## config.mk

```make
export PLATFORM = sky130hd
export DESIGN_NAME = sfs_flash_front
export DESIGN_NICKNAME = d
export VERILOG_FILES = /design/src/sfs_pkg.sv /design/src/sfs_buf_if.sv /design/src/sfs_flash_front.sv /design/src/sfs_page_buf.sv
export SDC_FILE = /design/constraint.sdc
export NUM_CORES = 2
export LEC_CHECK = 0
export ABC_AREA = 1
export BUFFER_PORTS_ARGS = -buffer_cell sky130_fd_sc_hd__buf_2
export CAP_MARGIN = 20
export CORE_MARGIN = 2
export CORE_UTILIZATION = 35
export DETAILED_ROUTE_END_ITERATION = 10
export SETUP_SLACK_MARGIN = 0.5
export SLEW_MARGIN = 20
export SYNTH_ARGS = -nofsm -noshare
export SYNTH_HDL_FRONTEND = slang
export SYNTH_SLANG_ARGS = --single-unit
```

## constraint.sdc

```tcl
create_clock -name I_CLOCK -period 9.9 [get_ports I_CLOCK]
set_input_delay 1.98 -clock I_CLOCK [delete_from_list [all_inputs] [get_ports I_CLOCK]]
set_output_delay 1.98 -clock I_CLOCK [all_outputs]
set_load 0.05 [all_outputs]
```

## src/sfs_pkg.sv

```systemverilog
package sfs_pkg;
   localparam int ADDR_W = 23;
   localparam logic [22:0] ADDR_TOP = 23'h7fffff;
   localparam int PAGE_BYTES = 256;
   localparam int SECTOR_LSB = 12;
   localparam int BLK32_LSB = 15;
   localparam int BLK64_LSB = 16;
   localparam logic [1:0] ADDR_BYTES_LAST = 2'h2;
   localparam logic [2:0] BIT_LAST = 3'h7;
   localparam logic [7:0] BLOCKS_ALL = 8'h80;
   localparam logic [8:0] PAGE_FULL = 9'h100;
   // opcode values are fixed package localparams
   localparam logic [7:0] OPC_STATUS_WRITE = 8'h01;
   localparam logic [7:0] OPC_PAGE_PROGRAM = 8'h02;
   localparam logic [7:0] OPC_LATCH_CLEAR = 8'h04;
   localparam logic [7:0] OPC_STATUS_READ = 8'h05;
   localparam logic [7:0] OPC_LATCH_SET = 8'h06;
   localparam logic [7:0] OPC_SECTOR_ERASE = 8'h20;
   localparam logic [7:0] OPC_BLK32_ERASE = 8'h52;
   localparam logic [7:0] OPC_BLK64_ERASE = 8'hd8;
   localparam logic [7:0] OPC_ARRAY_ERASE = 8'hc7;
   // status register bit positions
   localparam int SR_BUSY = 0;
   localparam int SR_WEL = 1;
   localparam int SR_BP_LSB = 2;
   localparam int SR_QE = 6;
   localparam int SR_LOCK = 7;
   localparam logic [5:0] NV_RESET = 6'h00;
   localparam int OP_BUSY_CYCLES = 64;
   typedef enum logic [1:0] {
      ER_SECTOR = 2'h0,
      ER_BLK32 = 2'h1,
      ER_BLK64 = 2'h2,
      ER_ALL = 2'h3
   } sfs_erase_t;
endpackage

```

## src/sfs_buf_if.sv

```systemverilog
`timescale 1ns/1ps
interface sfs_buf_if;
   logic wr_en;
   logic [7:0] wr_idx;
   logic [7:0] wr_data;
   logic rd_en;
   logic [7:0] rd_idx;
   logic [7:0] rd_data;
   modport ctl (output wr_en, output wr_idx, output wr_data, output rd_en, output rd_idx, input rd_data);
   modport mem (input wr_en, input wr_idx, input wr_data, input rd_en, input rd_idx, output rd_data);
endinterface // sfs_buf_if

```

## src/sfs_flash_front.sv

```systemverilog
`timescale 1ns/1ps
// How it works
// chip select high: idle, input ignored, output off
// works with clock idling low or high
// sample on rising edge, drive on falling
// byte addresses, 4K sectors, 32K/64K blocks
// page program keeps one to 256 bytes
// busy flag reads one during operations
// latch clear blocks every write operation
// latch set and clear commands move latch
// master sets latch before each write
// latch clears when an operation completes
// protected region rejects program and erase
// array erase needs all protect bits zero
// lock bit with protect pin low freezes status
// quad enable removes protect and pause functions
// pause freezes the sequence without aborting
// protect and lock bits change only by write
// status read returns status register
// status bit order lock, quad, protect, latch, busy
// opcode byte first, msb first, then address, data
// chip select rise ends every command
// write commands need whole bytes
// status read answered while busy
module sfs_flash_front #(
   parameter int OP_BUSY = sfs_pkg::OP_BUSY_CYCLES
) (
   input wire logic I_CLOCK,
   input wire logic I_ARST_N,
   input wire logic I_CS_N,
   input wire logic I_SCK,
   input wire logic I_SI,
   input wire logic I_WP_N,
   input wire logic I_HOLD_N,
   output logic O_SO,
   output logic O_SO_OE,
   output logic O_ARR_PROG,
   output logic O_ARR_ERASE,
   output logic [1:0] O_ARR_ERASE_SIZE,
   output logic [sfs_pkg::ADDR_W-1:0] O_ARR_ADDR,
   output logic [7:0] O_ARR_DATA
);
   localparam int AW = sfs_pkg::ADDR_W;

   typedef enum logic [2:0] {PH_OPC = 3'b001, PH_ADDR = 3'b010, PH_DATA = 3'b100} sfs_phase_t;
   typedef enum logic [2:0] {EN_IDLE = 3'b001, EN_DRAIN = 3'b010, EN_WAIT = 3'b100} sfs_eng_t;

   function automatic logic prot_hit(input logic [AW-1:0] a, input logic [3:0] bp);
      logic [7:0] blk;
      logic [7:0] first;
      blk = {1'b0, a[AW-1:sfs_pkg::BLK64_LSB]};
      first = sfs_pkg::BLOCKS_ALL - (8'h01 << (bp[2:0] - 3'h1));
      if (bp == 4'h0) begin
         prot_hit = 1'b0;
      end else if (bp[3]) begin
         prot_hit = 1'b1;
      end else begin
         prot_hit = (blk >= first);
      end
   endfunction

   function automatic logic has_addr(input logic [7:0] op);
      has_addr = (op == sfs_pkg::OPC_PAGE_PROGRAM) || (op == sfs_pkg::OPC_SECTOR_ERASE) ||
                 (op == sfs_pkg::OPC_BLK32_ERASE) || (op == sfs_pkg::OPC_BLK64_ERASE);
   endfunction

   // pin synchronisers
   logic [1:0] cs_sy_r, sck_sy_r, si_sy_r, wp_sy_r, hold_sy_r;
   logic sck_d_r, cs_d_r;
   always_ff @(posedge I_CLOCK or negedge I_ARST_N) begin
      if (!I_ARST_N) begin
         cs_sy_r <= 2'h3;
         sck_sy_r <= 2'h0;
         si_sy_r <= 2'h0;
         wp_sy_r <= 2'h3;
         hold_sy_r <= 2'h3;
         sck_d_r <= 1'b0;
         cs_d_r <= 1'b1;
      end else begin
         cs_sy_r <= {cs_sy_r[0], I_CS_N};
         sck_sy_r <= {sck_sy_r[0], I_SCK};
         si_sy_r <= {si_sy_r[0], I_SI};
         wp_sy_r <= {wp_sy_r[0], I_WP_N};
         hold_sy_r <= {hold_sy_r[0], I_HOLD_N};
         sck_d_r <= sck_sy_r[1];
         cs_d_r <= cs_sy_r[1];
      end
   end

   sfs_phase_t ph_r;
   sfs_eng_t eng_r;
   logic [7:0] shift_r, opc_r, first_r, wr_idx_r, so_sr_r;
   logic [2:0] bit_r, so_bit_r;
   logic [1:0] abyte_r;
   logic [AW-1:0] addr_r;
   logic [8:0] dcnt_r, cnt_r, k_r;
   logic [5:0] nv_r;
   logic wel_r, opc_ok_r, rd_act_r, so_r, so_oe_r;
   logic [15:0] wait_r;
   logic [7:0] start_r;
   logic [AW-9:0] page_r;
   logic prog_v_r, erase_r;
   logic [1:0] er_size_r;
   logic [AW-1:0] arr_addr_r;
   logic [7:0] idx_d_r;
   sfs_buf_if buf_if ();

   wire cs_n = cs_sy_r[1];
   wire sck = sck_sy_r[1];
   wire si = si_sy_r[1];
   wire qe = nv_r[sfs_pkg::SR_QE - sfs_pkg::SR_BP_LSB];
   wire lock = nv_r[sfs_pkg::SR_LOCK - sfs_pkg::SR_BP_LSB];
   wire [3:0] bp = nv_r[3:0];
   wire hold_act = ~qe & ~hold_sy_r[1];
   wire wp_low = ~qe & ~wp_sy_r[1];
   wire locked = lock & wp_low;
   wire cs_rise = cs_n & ~cs_d_r;
   // edges count only while selected, so either idle clock level works
   wire take_rise = ~cs_n & sck & ~sck_d_r & ~hold_act;
   wire take_fall = ~cs_n & ~sck & sck_d_r & ~hold_act;
   wire [7:0] byte_in = {shift_r[6:0], si};
   wire byte_done = take_rise & (bit_r == sfs_pkg::BIT_LAST);
   wire busy = (eng_r != EN_IDLE);
   wire [7:0] status = {nv_r, wel_r, busy};
   wire is_erase = has_addr(opc_r) && (opc_r != sfs_pkg::OPC_PAGE_PROGRAM);
   wire is_all_erase = (opc_r == sfs_pkg::OPC_ARRAY_ERASE);
   wire cmd_ok = cs_rise & opc_ok_r & (bit_r == 3'h0) & ~busy;
   wire write_ok = cmd_ok & wel_r & (ph_r == PH_DATA);
   wire ex_latch_set_cmd = cmd_ok & (opc_r == sfs_pkg::OPC_LATCH_SET);
   wire ex_latch_clear_cmd = cmd_ok & (opc_r == sfs_pkg::OPC_LATCH_CLEAR);
   wire ex_status_write_cmd = write_ok & (opc_r == sfs_pkg::OPC_STATUS_WRITE) & (dcnt_r != 9'h0) & ~locked;
   wire ex_pp = write_ok & (opc_r == sfs_pkg::OPC_PAGE_PROGRAM) & (dcnt_r != 9'h0) &
                ~prot_hit(addr_r, bp);
   wire ex_er = write_ok & (is_erase | is_all_erase) & (dcnt_r == 9'h0) &
                (is_all_erase ? (bp == 4'h0) : ~prot_hit(addr_r, bp));
   wire op_start = ex_status_write_cmd | ex_pp | ex_er;
   wire drain_last = (eng_r == EN_DRAIN) & (k_r == cnt_r - 9'h1);
   wire wait_done = (eng_r == EN_WAIT) & (wait_r == 16'(OP_BUSY - 1));
   wire [1:0] er_size = is_all_erase ? sfs_pkg::ER_ALL :
                        (opc_r == sfs_pkg::OPC_SECTOR_ERASE) ? sfs_pkg::ER_SECTOR :
                        (opc_r == sfs_pkg::OPC_BLK32_ERASE) ? sfs_pkg::ER_BLK32 : sfs_pkg::ER_BLK64;
   wire [AW-1:0] er_mask = is_all_erase ? {AW{1'b0}} :
                           (opc_r == sfs_pkg::OPC_SECTOR_ERASE) ? ({AW{1'b1}} << sfs_pkg::SECTOR_LSB) :
                           (opc_r == sfs_pkg::OPC_BLK32_ERASE) ? ({AW{1'b1}} << sfs_pkg::BLK32_LSB) :
                           ({AW{1'b1}} << sfs_pkg::BLK64_LSB);

   // serial input: opcode, address, data
   always_ff @(posedge I_CLOCK or negedge I_ARST_N) begin
      if (!I_ARST_N) begin
         ph_r <= PH_OPC;
         bit_r <= 3'h0;
         shift_r <= 8'h00;
         opc_r <= 8'h00;
         opc_ok_r <= 1'b0;
         abyte_r <= 2'h0;
      end else if (cs_n) begin
         ph_r <= PH_OPC;
         bit_r <= 3'h0;
         opc_ok_r <= 1'b0;
         abyte_r <= 2'h0;
      end else if (take_rise) begin
         shift_r <= byte_in;
         bit_r <= bit_r + 3'h1;
         if (byte_done) begin
            unique case (ph_r)
               PH_OPC: begin
                  opc_r <= byte_in;
                  opc_ok_r <= 1'b1;
                  ph_r <= has_addr(byte_in) ? PH_ADDR : PH_DATA;
               end
               PH_ADDR: begin
                  abyte_r <= abyte_r + 2'h1;
                  if (abyte_r == sfs_pkg::ADDR_BYTES_LAST) begin
                     ph_r <= PH_DATA;
                  end
               end
               PH_DATA: begin
               end
            endcase
         end
      end
   end

   always_ff @(posedge I_CLOCK or negedge I_ARST_N) begin
      if (!I_ARST_N) begin
         addr_r <= {AW{1'b0}};
         dcnt_r <= 9'h0;
         first_r <= 8'h00;
         wr_idx_r <= 8'h00;
      end else if (cs_rise) begin
         dcnt_r <= 9'h0;
      end else if (byte_done && ph_r == PH_ADDR) begin
         addr_r <= {addr_r[AW-9:0], byte_in};
         wr_idx_r <= byte_in;
      end else if (byte_done && ph_r == PH_DATA) begin
         if (dcnt_r == 9'h0) begin
            first_r <= byte_in;
         end
         if (dcnt_r != sfs_pkg::PAGE_FULL) begin
            dcnt_r <= dcnt_r + 9'h1;
         end
         if (buf_if.wr_en) begin
            wr_idx_r <= wr_idx_r + 8'h01;
         end
      end
   end

   // page buffer wraps within the page, keeping the last 256 bytes
   assign buf_if.wr_en = byte_done & (ph_r == PH_DATA) & (opc_r == sfs_pkg::OPC_PAGE_PROGRAM) & ~busy;
   assign buf_if.wr_idx = wr_idx_r;
   assign buf_if.wr_data = byte_in;
   assign buf_if.rd_en = (eng_r == EN_DRAIN);
   assign buf_if.rd_idx = start_r + k_r[7:0];

   sfs_page_buf #(.DEPTH(sfs_pkg::PAGE_BYTES)) u_buf (
      .i_clk(I_CLOCK),
      .bus(buf_if.mem)
   );

   // status register: latch and non-volatile bits
   always_ff @(posedge I_CLOCK or negedge I_ARST_N) begin
      if (!I_ARST_N) begin
         wel_r <= 1'b0;
         nv_r <= sfs_pkg::NV_RESET;
      end else begin
         if (ex_latch_set_cmd) begin
            wel_r <= 1'b1;
         end else if (ex_latch_clear_cmd || wait_done) begin
            wel_r <= 1'b0;
         end
         if (ex_status_write_cmd) begin
            nv_r <= first_r[7:2];
         end
      end
   end

   // operation engine: drain page, then hold busy
   always_ff @(posedge I_CLOCK or negedge I_ARST_N) begin
      if (!I_ARST_N) begin
         eng_r <= EN_IDLE;
         k_r <= 9'h0;
         cnt_r <= 9'h0;
         wait_r <= 16'h0;
         start_r <= 8'h00;
         page_r <= '0;
      end else begin
         unique case (eng_r)
            EN_IDLE: begin
               k_r <= 9'h0;
               wait_r <= 16'h0;
               if (ex_pp) begin
                  eng_r <= EN_DRAIN;
                  cnt_r <= dcnt_r;
                  start_r <= wr_idx_r - dcnt_r[7:0];
                  page_r <= addr_r[AW-1:8];
               end else if (op_start) begin
                  eng_r <= EN_WAIT;
               end
            end
            EN_DRAIN: begin
               k_r <= k_r + 9'h1;
               if (drain_last) begin
                  eng_r <= EN_WAIT;
               end
            end
            EN_WAIT: begin
               wait_r <= wait_r + 16'h1;
               if (wait_done) begin
                  eng_r <= EN_IDLE;
               end
            end
         endcase
      end
   end

   // array strobes
   always_ff @(posedge I_CLOCK or negedge I_ARST_N) begin
      if (!I_ARST_N) begin
         prog_v_r <= 1'b0;
         erase_r <= 1'b0;
         er_size_r <= 2'h0;
         arr_addr_r <= {AW{1'b0}};
         idx_d_r <= 8'h00;
      end else begin
         prog_v_r <= buf_if.rd_en;
         idx_d_r <= buf_if.rd_idx;
         erase_r <= ex_er;
         if (ex_er) begin
            er_size_r <= er_size;
            arr_addr_r <= addr_r & er_mask;
         end else if (prog_v_r) begin
            arr_addr_r <= {page_r, idx_d_r};
         end
      end
   end

   assign O_ARR_PROG = prog_v_r;
   assign O_ARR_DATA = buf_if.rd_data;
   assign O_ARR_ERASE = erase_r;
   assign O_ARR_ERASE_SIZE = er_size_r;
   assign O_ARR_ADDR = prog_v_r ? {page_r, idx_d_r} : arr_addr_r;

   // status read output, shifted on falling edges
   always_ff @(posedge I_CLOCK or negedge I_ARST_N) begin
      if (!I_ARST_N) begin
         rd_act_r <= 1'b0;
         so_r <= 1'b0;
         so_oe_r <= 1'b0;
         so_bit_r <= 3'h0;
         so_sr_r <= 8'h00;
      end else if (cs_n) begin
         rd_act_r <= 1'b0;
         so_oe_r <= 1'b0;
         so_bit_r <= 3'h0;
      end else if (byte_done && ph_r == PH_OPC) begin
         rd_act_r <= (byte_in == sfs_pkg::OPC_STATUS_READ);
      end else if (take_fall && rd_act_r) begin
         so_oe_r <= 1'b1;
         so_bit_r <= so_bit_r + 3'h1;
         if (so_bit_r == 3'h0) begin
            so_r <= status[7];
            so_sr_r <= {status[6:0], 1'b0};
         end else begin
            so_r <= so_sr_r[7];
            so_sr_r <= {so_sr_r[6:0], 1'b0};
         end
      end
   end

   assign O_SO = so_r;
   assign O_SO_OE = so_oe_r & ~cs_n & ~hold_act;
endmodule // sfs_flash_front

```

## src/sfs_page_buf.sv

```systemverilog
`timescale 1ns/1ps
module sfs_page_buf #(
   parameter int DEPTH = sfs_pkg::PAGE_BYTES
) (
   input wire logic i_clk,
   sfs_buf_if.mem bus
);
   logic [7:0] mem_r [DEPTH];
   logic [7:0] rd_data_r;

   always_ff @(posedge i_clk) begin
      if (bus.wr_en) begin
         mem_r[bus.wr_idx] <= bus.wr_data;
      end
   end

   always_ff @(posedge i_clk) begin
      if (bus.rd_en) begin
         rd_data_r <= mem_r[bus.rd_idx];
      end
   end

   assign bus.rd_data = rd_data_r;
endmodule // sfs_page_buf

```

# Word level (Yosys, flattened, before mapping)
# Memories as Yosys holds them, arrays and structs flattened. A register that Yosys moved wholly into a read port is not among the register bits.
# Cells that the tools add are included.
# word_totals
register_bits	200
mem_bits_rw	2048
inputBits	7
output_inout_bits	37
elab_cells	233
n_memories	1
# mem_list
memory	words	word_bits	rd	rd_ports_with_merged_regs	wr	line	source
u_buf.mem_r	256	8	1	1	1	sfs_page_buf.sv:8	logic [7:0] mem_r [DEPTH];
# classes
add_sub_neg	12
order_cmp	1
n_eq_ne	32
shifts	1
n_mux	55
bitwise	52
n_reduce_logical	44
# op_table
op	count
23-bit 2-to-1 mux	3
3-bit 2-to-1 mux	14
9-bit 2-to-1 mux	4
1-bit AND	34
16-bit 2-to-1 mux	2
8-bit 2-to-1 mux	4
16-bit case mux with 2 select lines	1
2-bit nonzero test	13
8-bit by 3-bit equality test with 1-bit output, second input constant	3
8-bit equality test, second input constant	3
23-bit AND	1
9-bit by 1-bit adder with 9-bit output, second input constant	2
9-bit case mux with 2 select lines	1
3-bit AND reduction	6
1-bit 2-to-1 mux	17
16-bit by 1-bit adder with 16-bit output, second input constant	1
16-bit by 6-bit equality test with 1-bit output, second input constant	1
8-bit by 2-bit equality test with 1-bit output, second input constant	2
8-bit by 6-bit equality test with 1-bit output, second input constant	2
8-bit by 7-bit equality test with 1-bit output, second input constant	2
2-bit 2-to-1 mux	7
1-bit NOT	14
4-bit AND reduction	3
3-bit equality test, second input constant	3
32 further kinds	54

# Logic depth before layout (Yosys ltp)
# logic_depth
word_depth	15
mapped_depth	20
mapped_depth_nobuf	20

# Hierarchy
# A second synthesis with hierarchy kept.
# hier_totals
cells_unflattened	8195
hier_area_um2	93485.9
# by_module_without_submodules
module	instances	cells_per_inst	area_each_um2	seq_area_each_um2
sfs_page_buf	1	7003	83476.3	61739.2
sfs_flash_front	1	1192	10009.6	4941.0

# Worst setup path before layout
# No wires, ideal clock.
# synth_timing
path_type	flip-flop to flip-flop
from	reg shift_r[4]
to	reg ph_r[1]
setup_time_ns	0.120
arrival_time_ns	4.528
t_required_ns	9.780
setup_slack_ns	5.253
path_stages_with_launch	8
n_path_buf	0
period_less_slack_ns	4.647
cell_sequence	dfrtp_1 > inv_1 > a31oi_1 > o21ai_0 > o2111ai_1 > nand2_1 > o21ai_0 > inv_1
# synth_between
elab_chain_cells	9
word_cells_on_any_way	12
cone_classes	4 x eq/ne; 5 x mux; 3 x reduce/logical
# synth_lines
element	line	source
from (decl)	sfs_flash_front.sv:92	logic [7:0] shift_r, opc_r, first_r, wr_idx_r, so_sr_r;
from (signal assigned)	sfs_flash_front.sv:162	shift_r <= byte_in;
8-bit by 2-bit equality test with 1-bit output or 8-bit by 6-bit equality test with 1-bit output (tied branches)	sfs_flash_front.sv:63	has_addr = (op == sfs_pkg::OPC_PAGE_PROGRAM) || (op == sfs_pkg::OPC_SECTOR_ERASE) ||
1-bit logical OR (2 in a row)	sfs_flash_front.sv:63	
1-bit logical OR *	sfs_flash_front.sv:64	(op == sfs_pkg::OPC_BLK32_ERASE) || (op == sfs_pkg::OPC_BLK64_ERASE);
3-bit 2-to-1 mux *	sfs_flash_front.sv:169	ph_r <= has_addr(byte_in) ? PH_ADDR : PH_DATA;
3-bit case mux with 2 select lines *	sfs_flash_front.sv:165	unique case (ph_r)
3-bit 2-to-1 mux *	sfs_flash_front.sv:164	if (byte_done) begin
3-bit 2-to-1 mux *	sfs_flash_front.sv:161	end else if (take_rise) begin
3-bit 2-to-1 mux *	sfs_flash_front.sv:156	end else if (cs_n) begin
to (signal assigned)	sfs_flash_front.sv:169	
to (decl)	sfs_flash_front.sv:90	sfs_phase_t ph_r;
# Every way passes the cells marked *; elsewhere a longest branch is shown, timed or not. The select of a mux whose other input is x is not followed.
# A chain may end at the register's enable or synchronous reset.

# Final worst setup path
# layout_timing
from	reg k_r[0]
to	reg u_buf.rd_data_r[3] (netlist: u_buf.bus.rd_data[3]), read port of u_buf.mem_r, data pin
# layout_between
elab_chain_cells	1
# layout_lines
element	line	source
from (decl)	sfs_flash_front.sv:96	logic [8:0] dcnt_r, cnt_r, k_r;
from (signal assigned)	sfs_flash_front.sv:261	k_r <= k_r + 9'h1;
8-bit adder	sfs_flash_front.sv:213	assign buf_if.rd_idx = start_r + k_r[7:0];
named net buf_if.rd_idx[0]	sfs_buf_if.sv:7	logic [7:0] rd_idx;
to (decl)	sfs_page_buf.sv:9	logic [7:0] rd_data_r;
# The timed path passes the listed nets, and every way through them passes these cells.

==> run_results.csv <==
group,metric,value,unit
cts,clock_sinks,2253,
logic_synthesis,synthCells,8729,
placement,post_dp_cell_area,98200,um^2
critical_path,worstSetupPathType,"flop to flop",
run_status,status,"completed",
cts,path_clk_slew,60,ps
route,first_iter_violations,7950,
logic_synthesis,syn-cell-area,94800,um^2
grt,grt.overflow.total,0,
logic_synthesis,yosysWarnings,0,
grt,grt_use_total,18.6,%
cells_and_area,drive_above_1_share,6.13,%
floorplanning,die_x,524,um
power_and_ir_drop,fin_total_pwr,19.2,mW
cells_and_area,synthToLayoutAreaGrowth,10.8,%
power_and_ir_drop,p_clk_share,41.5,%
power_and_ir_drop,p_sw,4.12,mW
critical_path,r2r_start,"k_r[0]",
cts,htreeDepth,4,
logic_synthesis,yosysSeqAreaShare,70.3,%
sta,fmax,173,MHz
logic_synthesis,synth_nets,8780,
grt,grt_max_degree,310,
critical_path,cp-end-kind,"flop",
logic_synthesis,synth_area_per_cell,10.9,um^2
cells_and_area,regArea,66700,um^2
power_and_ir_drop,p_leak,38.7,nW
sta,tns,0,ps
route,wl_per_cell,21.3,um
power_and_ir_drop,switching_share,21.4,%
sta,relSlewSlack,18.4,%
power_and_ir_drop,cellInternalPower,15.1,mW
critical_path,crit_start,"k_r[0]",
power_and_ir_drop,pwr_density_cell,183,nW/um^2
worst_hold_path,hold_start,"sck_sy_r[0]",
sta,setup_viol,0,
sta,skew,49.9,ps
cts,cts_tree,"yes",
sta,post-route-period-util,58.5,%
route,firstDrtPassIters,6,
cts,cts-root-buf,"clkbuf_16",
grt,grt_pass1_vias,62200,
critical_path,cp_cell_sequence,"ha_4 > buf_4 > buf_12 > buf_4 > nand2_1 > nand3_1 > nand2_1 > nand2_1 > nand3_1 > nand3_1 > nand3_1 > nand3_1 > nand2_1 > nand2_1 > nand2_1",
sta,finalMaxSlewViolations,0,
floorplanning,fp.dieArea,275000,um^2
route,drc_errors,0,
critical_path,cp_common_cell,"nand2_1",
critical_path,crit_path_top_delay_cell,"buf_4",
placement,dpl.hpwl,145000,um
sta,min_period,5790,ps
critical_path,required,10510,ps
floorplanning,boundaryPins,44,
logic_synthesis,synth_cell_types,53,
flow_run,maxCapViolCount,0,
sta,holdWs,355,ps
power_and_ir_drop,peakVddDrop,0.188,mV
worst_hold_path,holdCritPathClass,"flop to flop",
route,antenna_left,0,
grt,grt_pass1_wl,395000,um
logic_synthesis,synth_seq_cells,2253,
floorplanning,die_h,524,um
critical_path,max_stage_delay,920,ps
placement,io_buffers,43,
placement,gp_congestion,0.837,
route,viasPerCell,5.21,
cells_and_area,multi_input_area,24800,um^2
grt,antenna_found_initial,11,
cts,clock_latency,870,ps
power_and_ir_drop,p_comb_share,2.3,%
cts,clockBufferDepth,3,
cells_and_area,finalNetCount,8616,
cts,cts_buffers,221,
sta,worst_pin_slew,1220,ps
cts,post_cts_buffers,0,
route,routed_wl,263000,um
sta,finalHoldViolations,0,
floorplanning,rows,191,
floorplanning,start_util,35.1,%
cells_and_area,finish.instance_area,105000,um^2
critical_path,critPathMaxFanout,216,
sta,rsz0062_at_grt,"no",
power_and_ir_drop,seqPwrFrac,56.1,%
cells_and_area,fillers,25900,
route,vias,64200,
cts,post_cts_resized,0,
critical_path,worstSetupStartpointType,"flop",
cts,cts_hold_buf,0,
floorplanning,design.core.area,270000,um^2
critical_path,arrival,6400,ps
==> cell usage in the layout, fill, tap and decap left out, drive strengths merged, types with 27 or more instances in the layout <==
cell	instances
buf	121
clkbuf	290
clkinv	102
dfrtp	188
edfxtp	2056
ha	42
inv	345
nand2	1674
nand3	593
nor2	1996
nor3	28
o21ai	1149
xor2	27
==> cell type report <==
class                   count  share of cell area, %
repair buffers            122                  0.881
diodes                      2                0.00477
clock buffers             289                   5.66
well taps                3570                   4.25
flip-flops and latches   2253                   63.5
inverters                 340                   1.25
multi-input cells        5627                   23.6
clock inverters           118                  0.780
==> critical path: cells and delay by family (launching register included) <==
kind / cells / cell delay (ps)
buffers and inverters: 3 / 2290
and+or+nand+nor: 11 / 1730
adders and majority gates: 1 / 720
DFF: 1 / 450
==> through the flow <==
step                      setup slack [ps]  std cells  utilization [%]
final                                 4110      12300             38.9
after global routing                  3860      12300             38.9
after CTS                             4220      12300             38.9
after detailed placement              4240      11900             36.4
after global placement                4200      11900             36.4
after floorplan                       5250       8729                -
==> logic make-up (layout without fill, tap and decap cells) <==
kind of cell	after synthesis	after routing	share of synthesized area (%)
simple gates	4319	4319	18.3
flops	2253	2253	70.3
compound gates	1207	1207	6.47
buf+inv	849	869	3.74
fa+ha+maj	44	44	0.597
xor+xnor	36	36	0.355
mux	21	21	0.244
other cells	0	2	0
==> final timing paths <==
kind | to | slack (ps) | cells after the start
setup / recovery | u_buf.bus.rd_data[3] | 4110 | 15
hold / removal | sck_sy_r[1] | 350 | 0
setup reg to reg | u_buf.bus.rd_data[3] | 4110 | 15
hold reg to reg | sck_sy_r[1] | 350 | 0
max in group asynchronous | addr_r[14] | 7090 | 2
min in group asynchronous | sck_sy_r[0] | 1260 | 1
==> routing by layer <==
| metal | routed length, um | global-route usage (%) | part of all wire (%) | vias to the layer above |
|---|---|---|---|---|
| li1 | - | - | - | 29400 |
| met1 | 113000 | 26.1 | 43 | 31700 |
| met2 | 121000 | 29.5 | 46 | 2634 |
| met3 | 20800 | 2.91 | 7.9 | 407 |
| met4 | 8190 | 6.09 | 3.1 | 0 |
| met5 | 0 | 0 | 0 | - |
==> power groups by stage <==
stage               combinational (mW)  clock [mW]  sequential (mW)
floorplan                       0.0188           0             11.2
global placement                 0.438           0             11.0
detailed placement               0.449           0             11.0
CTS                              0.448        8.08             10.8
global route                     0.479        8.46             10.8
finish                           0.449        7.98             10.8
==> sequential cells by signal (all words and copies together), names as in the netlist, 9 cells and up <==
register / count
arr_addr_r: 23
cnt_r: 9
wait_r: 16
u_buf.mem_r: 2048
addr_r: 23
k_r: 9
dcnt_r: 9
page_r: 15
==> Yosys cell counts, drive strengths merged <==
cell	instances	area (um^2)
edfxtp	2056	61700
nor2	1996	7540
nand2	1674	6420
o21ai	1149	5750
nand3	593	2970
inv	336	1260
clkbuf	301	1130
buf	208	1130
dfrtp	188	4700
ha	42	526
nor3	28	208
xor2	27	236
a21oi	23	115
mux2	17	191
nand4	14	87.6
dfstp	9	236
o22ai	9	56.3
xnor2	8	77.6
nor4	7	43.8
a31oi	6	37.5
or2	5	31.3
a22oi	4	30.0
clkinv	4	16.3
mux2i	4	40.0
a32o	2	20.0
fa	2	40.0
nor3b	2	15.0
o21bai	2	18.8
o311ai	2	17.5
o31ai	2	15.0
o32ai	2	17.5
a2111oi	1	8.76
a22o	1	8.76
a31o	1	8.76
o2111ai	1	8.76
o211ai	1	7.51
o21a	1	7.51
xnor3	1	22.5
Power figures use the tool's default switching activity.
